### src/logic/acm_map.vh
`ifndef ACM_MAP_VH
`define ACM_MAP_VH
// Register byte offsets
`define ACM_OFS_POWER 12'h004
`define ACM_OFS_CONT 12'h008
`define ACM_OFS_BUSY 12'h00C
`define ACM_OFS_MODE 12'h0D4
`define ACM_OFS_IRQ_STAT 12'h0E0
`define ACM_OFS_IRQ_EN 12'h0E4
`define ACM_OFS_IRQ_CLR 12'h0E8
// Field positions
`define ACM_BIT_SOFT_START 0
`define ACM_BIT_OPERATE 1
`define ACM_BIT_CONT 0
`define ACM_BIT_CONV_EN 7
`define ACM_BIT_BUSY_ANY 0
`define ACM_BIT_BUSY_SOFT 1
`define ACM_MODE_WMASK 32'h0000FFFF
`define ACM_RES_LSB 10
`define ACM_RES_10BIT 2'h0
`define ACM_RES_12BIT 2'h1
`define ACM_BIT_ANALOG_STOP 8
`define ACM_IRQ_DONE 0
`define ACM_IRQ_SOFT_DONE 1
// Reset values
`define ACM_RST_MODE 32'h00000558
// Timing: conversion lengths in pclk cycles
`define ACM_CYC_12BIT 16'h004A
`define ACM_CYC_10BIT 16'h0044
`endif

### src/logic/acm_sync2.v
`timescale 1ns/10ps
// Two-stage synchroniser for a level from outside the clock domain
module acm_sync2 (
    // Clock and reset
    input wire pclk,
    input wire presetn,
    // Data
    input wire d_in,
    output wire q_out
);
    reg s1_reg;
    reg s2_reg;

    // First stage feeds only the second
    always @(posedge pclk or negedge presetn) begin
        if (!presetn) begin
            s1_reg <= 1'b0;
            s2_reg <= 1'b0;
        end else begin
            s1_reg <= d_in;
            s2_reg <= s1_reg;
        end
    end

    assign q_out = s2_reg;
endmodule // acm_sync2

### src/logic/acm_conv_timer.v
`timescale 1ns/10ps
// Counts the length of one conversion; done pulses in the cycle after the last busy cycle
module acm_conv_timer #(
    parameter CW = 16
) (
    // Clock and reset
    input wire pclk,
    input wire presetn,
    // Control
    input wire start,
    input wire abort,
    input wire [CW-1:0] length,
    // Status
    output reg busy,
    output reg done
);
    reg [CW-1:0] cnt_reg;

    // Load on start, count down, flag the end
    always @(posedge pclk or negedge presetn) begin
        if (!presetn) begin
            cnt_reg <= {CW{1'b0}};
            busy <= 1'b0;
            done <= 1'b0;
        end else begin
            done <= 1'b0;
            if (abort) begin
                busy <= 1'b0;
            end else if (start && !busy) begin
                busy <= 1'b1;
                cnt_reg <= length;
            end else if (busy) begin
                if (cnt_reg <= {{(CW-1){1'b0}}, 1'b1}) begin
                    busy <= 1'b0;
                    done <= 1'b1;
                end else begin
                    cnt_reg <= cnt_reg - {{(CW-1){1'b0}}, 1'b1};
                end
            end
        end
    end
endmodule // acm_conv_timer

### src/logic/acm_top.v
// The APB register port and the register offsets were decided locally.
`timescale 1ns/10ps
`include "acm_map.vh"

module acm_top (
    // APB slave
    input wire pclk,
    input wire presetn,
    input wire psel,
    input wire penable,
    input wire pwrite,
    input wire [11:0] paddr,
    input wire [31:0] pwdata,
    output reg [31:0] prdata,
    output reg pready,
    output reg pslverr,
    // Timer unit trigger, asynchronous level pulse
    input wire timer_unit_trig,
    // Converter status and control
    output reg conv_active,
    output reg [1:0] res_sel,
    output reg irq
);
    ////////////////////////////////////////////////////////////////////////////
    // Declarations
    localparam ST_IDLE = 2'h0;
    localparam ST_CONV = 2'h1;

    reg operate_reg;
    reg conv_en_reg;
    reg cont_reg;
    reg [31:0] mode_reg;
    reg [1:0] irq_stat_reg;
    reg [1:0] irq_en_reg;
    reg soft_pend_reg;
    reg soft_busy_reg;
    reg [1:0] state_reg;
    reg trig_d_reg;
    reg start_pulse_reg;
    reg [1:0] state_next;
    reg start_next;
    reg soft_take;
    wire trig_sync;
    wire trig_rise;
    wire conv_done;
    wire wr_en;
    wire rd_en;
    wire soft_wr;
    wire analog_stop;
    wire run_ok;
    wire [15:0] conv_len;
    wire [1:0] irq_clr;
    wire wr_power;
    wire wr_cont;
    wire wr_mode;
    wire wr_irq_en;
    wire wr_irq_clr;
    wire conv_end;
    reg [31:0] prdata_next;

    ////////////////////////////////////////////////////////////////////////////
    // Bus strobes; a write lands at the edge where ready is sampled high
    assign wr_en = psel && penable && pwrite && pready;
    assign rd_en = psel && !penable && !pwrite; // Read data is loaded during setup

    // Per-register write strobes, decoded once for all processes
    assign wr_power = wr_en && (paddr == `ACM_OFS_POWER);
    assign wr_cont = wr_en && (paddr == `ACM_OFS_CONT);
    assign wr_mode = wr_en && (paddr == `ACM_OFS_MODE);
    assign wr_irq_en = wr_en && (paddr == `ACM_OFS_IRQ_EN);
    assign wr_irq_clr = wr_en && (paddr == `ACM_OFS_IRQ_CLR);
    assign soft_wr = wr_power && pwdata[`ACM_BIT_SOFT_START];
    assign irq_clr = wr_irq_clr ? pwdata[1:0] : 2'h0;

    // Run gating and conversion length
    assign analog_stop = mode_reg[`ACM_BIT_ANALOG_STOP];
    assign run_ok = operate_reg && !analog_stop;
    assign conv_len = (mode_reg[`ACM_RES_LSB+1:`ACM_RES_LSB] == `ACM_RES_12BIT) ?
        `ACM_CYC_12BIT : `ACM_CYC_10BIT;

    ////////////////////////////////////////////////////////////////////////////
    // Timer trigger synchroniser and edge detect
    acm_sync2 u_trig_sync (
        .pclk(pclk),
        .presetn(presetn),
        .d_in(timer_unit_trig),
        .q_out(trig_sync)
    );

    assign trig_rise = trig_sync && !trig_d_reg;

    ////////////////////////////////////////////////////////////////////////////
    // Conversion length timer
    acm_conv_timer #(
        .CW(16)
    ) u_timer (
        .pclk(pclk),
        .presetn(presetn),
        .start(start_pulse_reg),
        .abort(!run_ok),
        .length(conv_len),
        .busy(),
        .done(conv_done)
    );

    ////////////////////////////////////////////////////////////////////////////
    // Start arbitration: software, timer or continuous
    always @* begin
        state_next = state_reg;
        start_next = 1'b0;
        soft_take = 1'b0;
        case (state_reg)
            ST_IDLE: begin
                if (run_ok && (soft_pend_reg || trig_rise ||
                    (conv_en_reg && cont_reg))) begin
                    start_next = 1'b1;
                    soft_take = soft_pend_reg;
                    state_next = ST_CONV;
                end
            end
            ST_CONV: begin
                if (!run_ok || conv_done) begin
                    state_next = ST_IDLE;
                end
            end
            default: begin
                state_next = ST_IDLE;
            end
        endcase
    end

    // State register and the one-cycle start pulse to the timer
    always @(posedge pclk or negedge presetn) begin
        if (!presetn) begin
            state_reg <= ST_IDLE;
            start_pulse_reg <= 1'b0;
        end else begin
            state_reg <= state_next;
            start_pulse_reg <= start_next;
        end
    end

    // General busy flag, high from the start to the end of a conversion
    always @(posedge pclk or negedge presetn) begin
        if (!presetn) begin
            conv_active <= 1'b0;
        end else begin
            conv_active <= (state_next == ST_CONV);
        end
    end

    // Last trigger level, for the rising-edge detector
    always @(posedge pclk or negedge presetn) begin
        if (!presetn) begin
            trig_d_reg <= 1'b0;
        end else begin
            trig_d_reg <= trig_sync;
        end
    end

    // Pending software request; a new write wins over the take
    always @(posedge pclk or negedge presetn) begin
        if (!presetn) begin
            soft_pend_reg <= 1'b0;
        end else if (soft_wr && run_ok) begin
            soft_pend_reg <= 1'b1;
        end else if (soft_take || !run_ok) begin
            soft_pend_reg <= 1'b0;
        end
    end

    // A conversion ends when the machine leaves the converting state
    assign conv_end = (state_reg == ST_CONV) && (state_next == ST_IDLE);

    // Software busy at real start, cleared at end
    always @(posedge pclk or negedge presetn) begin
        if (!presetn) begin
            soft_busy_reg <= 1'b0;
        end else if (soft_take) begin
            soft_busy_reg <= 1'b1;
        end else if (conv_end) begin
            soft_busy_reg <= 1'b0;
        end
    end

    ////////////////////////////////////////////////////////////////////////////
    // Operate bit; the soft-start bit beside it is a pulse and not stored
    always @(posedge pclk or negedge presetn) begin
        if (!presetn) begin
            operate_reg <= 1'b0;
        end else if (wr_power) begin
            operate_reg <= pwdata[`ACM_BIT_OPERATE];
        end
    end

    // Conversion enable and continuous bits
    always @(posedge pclk or negedge presetn) begin
        if (!presetn) begin
            conv_en_reg <= 1'b0;
            cont_reg <= 1'b0;
        end else if (wr_cont) begin
            conv_en_reg <= pwdata[`ACM_BIT_CONV_EN];
            cont_reg <= pwdata[`ACM_BIT_CONT];
        end
    end

    // Mode register; only the lower half holds bits
    always @(posedge pclk or negedge presetn) begin
        if (!presetn) begin
            mode_reg <= `ACM_RST_MODE;
        end else if (wr_mode) begin
            mode_reg <= pwdata & `ACM_MODE_WMASK;
        end
    end

    // Interrupt enable mask
    always @(posedge pclk or negedge presetn) begin
        if (!presetn) begin
            irq_en_reg <= 2'h0;
        end else if (wr_irq_en) begin
            irq_en_reg <= pwdata[1:0];
        end
    end

    ////////////////////////////////////////////////////////////////////////////
    // Sticky interrupt status, set wins over clear
    always @(posedge pclk or negedge presetn) begin
        if (!presetn) begin
            irq_stat_reg <= 2'h0;
        end else begin
            irq_stat_reg[`ACM_IRQ_DONE] <= conv_done ||
                (irq_stat_reg[`ACM_IRQ_DONE] && !irq_clr[`ACM_IRQ_DONE]);
            irq_stat_reg[`ACM_IRQ_SOFT_DONE] <= (conv_done && soft_busy_reg) ||
                (irq_stat_reg[`ACM_IRQ_SOFT_DONE] && !irq_clr[`ACM_IRQ_SOFT_DONE]);
        end
    end

    // Level interrupt, one cycle behind the status
    always @(posedge pclk or negedge presetn) begin
        if (!presetn) begin
            irq <= 1'b0;
        end else begin
            irq <= |(irq_stat_reg & irq_en_reg);
        end
    end

    // Resolution select to the converter, taken from the mode register
    always @(posedge pclk or negedge presetn) begin
        if (!presetn) begin
            res_sel <= 2'h0;
        end else begin
            res_sel <= mode_reg[`ACM_RES_LSB+1:`ACM_RES_LSB];
        end
    end

    ////////////////////////////////////////////////////////////////////////////
    // Read data selection; unmapped offsets and write-only bits read as 0
    always @* begin
        prdata_next = 32'h00000000;
        if (paddr == `ACM_OFS_POWER) begin
            prdata_next = {30'h0, operate_reg, 1'b0};
        end else if (paddr == `ACM_OFS_CONT) begin
            prdata_next = {24'h0, conv_en_reg, 6'h0, cont_reg};
        end else if (paddr == `ACM_OFS_BUSY) begin
            prdata_next = {30'h0, soft_busy_reg, conv_active};
        end else if (paddr == `ACM_OFS_MODE) begin
            prdata_next = mode_reg;
        end else if (paddr == `ACM_OFS_IRQ_STAT) begin
            prdata_next = {30'h0, irq_stat_reg};
        end else if (paddr == `ACM_OFS_IRQ_EN) begin
            prdata_next = {30'h0, irq_en_reg};
        end
    end

    // Ready answers the setup cycle, so the access phase has no wait state
    always @(posedge pclk or negedge presetn) begin
        if (!presetn) begin
            pready <= 1'b0;
            pslverr <= 1'b0;
        end else begin
            pready <= psel && !penable;
            pslverr <= 1'b0;
        end
    end

    // Read data captured in the setup cycle, held until the next read
    always @(posedge pclk or negedge presetn) begin
        if (!presetn) begin
            prdata <= 32'h00000000;
        end else if (rd_en) begin
            prdata <= prdata_next;
        end
    end
endmodule // acm_top

### config.mk
export PLATFORM = sky130hd
export DESIGN_NAME = acm_top
export DESIGN_NICKNAME = d
export VERILOG_FILES = /design/src/logic/acm_sync2.v /design/src/logic/acm_conv_timer.v /design/src/logic/acm_top.v
export VERILOG_INCLUDE_DIRS = /design/src /design/src/logic
export SDC_FILE = /design/constraint.sdc
export NUM_CORES = 1
export LEC_CHECK = 0
export BUFFER_PORTS_ARGS = -buffer_cell sky130_fd_sc_hd__buf_2
export CORE_AREA = 2 2 80 82
export DETAILED_ROUTE_END_ITERATION = 16
export DIE_AREA = 0 0 82 84
export MAX_ROUTING_LAYER = met4
export PLACE_DENSITY = 0.8
export SYNTH_ARGS = -nofsm -noshare
export SYNTH_HDL_FRONTEND = slang
export SYNTH_SLANG_ARGS = --single-unit
### constraint.sdc
create_clock -name pclk -period 3 [get_ports pclk]
set_input_delay 0 -clock pclk [delete_from_list [all_inputs] [get_ports pclk]]
set_output_delay 0 -clock pclk [all_outputs]
set_load 0.01 [all_outputs]
==> flow_summary.json <==
{
  "clk_pin_slew_ns": 0.08,
  "multiInputGateArea_um2": 1450,
  "status": "finished, final reports clean",
  "tightest_slew_ns": 0.912,
  "pin_count": 88,
  "p_switching_mw": 0.444,
  "p_seq_frac": 0.519,
  "yosysSeqAreaShare": 0.525,
  "cts.sinks": 70,
  "cts_tree": "yes",
  "syn_area_um2": 3350,
  "cts_buffers": 9,
  "finalSetupTns_ns": 0,
  "syn_inst": 283,
  "final_area_um2": 4020,
  "fmax_mhz": 435,
  "drive_above_1_share": 0.306,
  "grt_pass1_vias": 2514,
  "cts-root-buf": "clkbuf_8",
  "cts_resized": 0,
  "areaGrowthSynthToFinish_pct": 20.2,
  "gr-total-overflow": 0,
  "totalWireLength_mm": 7.36,
  "num_vias": 2525,
  "final_cells": 443,
  "portBuffers": 54,
  "placed_cell_area_um2": 3620,
  "hold_ws_ns": 0.0240,
  "detail-route-antenna-nets": 0,
  "hpwlAfterDp_mm": 4.71,
  "syn_avg_cell_area_um2": 11.8,
  "synth-seq-cells": 70,
  "synth_area_leaders": "dfrtp_1 49%, mux2_4 4.5%, buf_4 4.0%",
  "peakVddDrop_uv": 357,
  "r2r_cells": 7,
  "start_kind": "register",
  "start_util": 0.549,
  "comb_power_share": 0.055,
  "maxSlewHeadroom": 0.392,
  "grt_pass1_wl_mm": 12.0,
  "wl_per_cell_um": 16.6,
  "seq_area_um2": 1760,
  "route.detailed.drc": 0,
  "ys_top_cells_by_count": "65 x dfrtp_1, 18 x buf_4, 15 x a22o_1, 15 x nor2_1, 14 x nand2_1",
  "ys_async_sr_fraction": 1.00,
  "ys.flop_type": "dfrtp_1",
  "firstDrtPassIters": 4,
  "finalClockSkew_ns": 0.00814,
  "drv_cap": 0,
  "clockPowerShare": 0.426,
  "gp_congestion": 0.873,
  "dp_slack_ns": 0.715,
  "fin_ws_ns": 0.702,
  "h-tree-depth": 3,
  "track_usage": 0.236,
  "nets": 413,
  "finalCritPeriodShare": 0.766,
  "die_w_um": 82,
  "internal_power_mw": 1.38,
  "floorplan.die.height_um": 84,
  "synth.most_common_cell": "dfrtp_1",
  "finalHoldViolations": 0,
  "synth_top_area_frac": 0.486,
  "cts_buffer_depth": 2,
  "crit_slowest_cell": "or3b_1",
  "rsz0062_at_grt": "false",
  "min_path_cells": 4,
  "drtIter0Drc": 168,
  "finalCriticalPeriod_ns": 2.30,
  "synth_cell_types": 58,
  "arrival_ns": 2.53,
  "slew_viol_final": 0,
  "placement_rows": 29,
  "swShare": 0.243,
  "vias_per_cell": 5.70,
  "required_ns": 3.23,
  "antenna_found_initial": 0,
  "fillers": 450,
  "worstPathCellList": "inv_1, ha_1, or3b_1, nor3_2, o211ai_1, o31a_1, o22a_1",
  "power.density_nw_per_um2": 454,
  "setup_viol": 0,
  "cp_max_fo": 5,
  "p_leak_nw": 1.97,
  "yosys.area.top_type": "dfrtp_1",
  "grt_max_degree": 40,
  "dp.cells": 407,
  "insertion_delay_ns": 0.34,
  "core_area_um2": 6100,
  "holdCritPathClass": "in -> reg",
  "worst_path_largest_cell_delay_ns": 0.46,
  "yosys_warnings": 0,
  "endpoint_kind": "register",
  "n_antenna_cell": 0,
  "dieArea_um2": 6890,
  "synth-edff-count": 0,
  "worst-setup-path-type": "reg -> reg"
}
-- final timing paths --
kind,to,start,slack [ns]
min reg2reg,u_trig_sync.q_out,u_trig_sync.s1_reg,0.36
min in group asynchronous,prdata[3],presetn,0.33
max in group asynchronous,mode_reg[10],presetn,1.93
min,prdata[1],pwrite,0.02
max,u_timer.cnt_reg[10],u_timer.cnt_reg[1],0.70
max reg2reg,u_timer.cnt_reg[10],u_timer.cnt_reg[1],0.70
-- layout make-up --
class,count,share of cell area
clock buffer,9,0.0308
inverter,6,0.00560
tap,77,0.0240
clock inverter,7,0.0199
multi-input combinational,199,0.361
timing repair buffer,75,0.122
sequential,70,0.437
-- metal layers --
metal | wire length [um] | share of wire | vias to the layer above | GRT usage
li1 | - | - | 1176 | -
met1 | 3100 | 0.42 | 1252 | 0.289
met2 | 3760 | 0.51 | 87 | 0.362
met3 | 422 | 0.057 | 10 | 0.0660
met4 | 76 | 0.010 | 0 | 0.106
met5 | 0 | 0 | - | -
-- per-stage QoR --
step / util / power, mW
after floorplan: - / 1.01
after global placement: 0.594 / 1.04
after detailed placement: 0.594 / 1.04
after CTS: 0.660 / 1.84
after global routing: 0.660 / 1.90
final: 0.660 / 1.83
-- layout by cell type (no fill, tap or decap), types with 4 or more instances in the layout --
| cell | instances |
|---|---|
| nor4_4 | 4 |
| a21oi_1 | 13 |
| mux2_4 | 10 |
| nand2_1 | 14 |
| dfrtp_1 | 65 |
| a22o_1 | 15 |
| nand3_1 | 8 |
| inv_1 | 6 |
| buf_2 | 54 |
| conb_1 | 18 |
| nor2_1 | 15 |
| nor2b_1 | 7 |
| dfstp_2 | 5 |
| or3_1 | 4 |
| o21ai_0 | 13 |
| nor4_1 | 5 |
| dlygate4sd3_1 | 20 |
| and3_1 | 5 |
| mux2_2 | 11 |
| nor3_1 | 6 |
| clkbuf_8 | 9 |
-- power by group through the flow --
stage	logic [mW]	registers (mW)	clock network [mW]
6_report	0.0999	0.949	0.778
5_1_grt	0.111	0.949	0.842
4_1_cts	0.0991	0.949	0.790
3_5_place_dp	0.0778	0.967	0
3_3_place_gp	0.0762	0.967	0
2_1_floorplan	0.0400	0.967	0
-- worst max-delay path, delay by kind of cell, from the launching register on --
family	cells	cell delay [ns]
and+or+nand+nor	2	0.73
AOI/OAI and AO/OA	3	0.66
DFF	1	0.43
adders and majority gates	1	0.25
buffers and inverters	1	0.13
-- repair_timing --
item / in CTS / in global routing
hold buffers: 20 / 0
buffers inserted: 0 / 0
hold endpoints to repair: 62 / 0
-- logic make-up (layout without fill, tap and decap cells) --
family / Yosys count / count (layout) / synth area share
simple gates: 91 / 91 / 0.176
flops: 70 / 70 / 0.525
compound gates: 65 / 65 / 0.143
buf+inv: 31 / 97 / 0.0598
mux: 21 / 21 / 0.0819
fa+ha+maj: 2 / 2 / 0.00748
xor+xnor: 2 / 2 / 0.00524
other cells: 1 / 18 / 0.00112
Note: power is estimated with default switching activity, not from simulation.
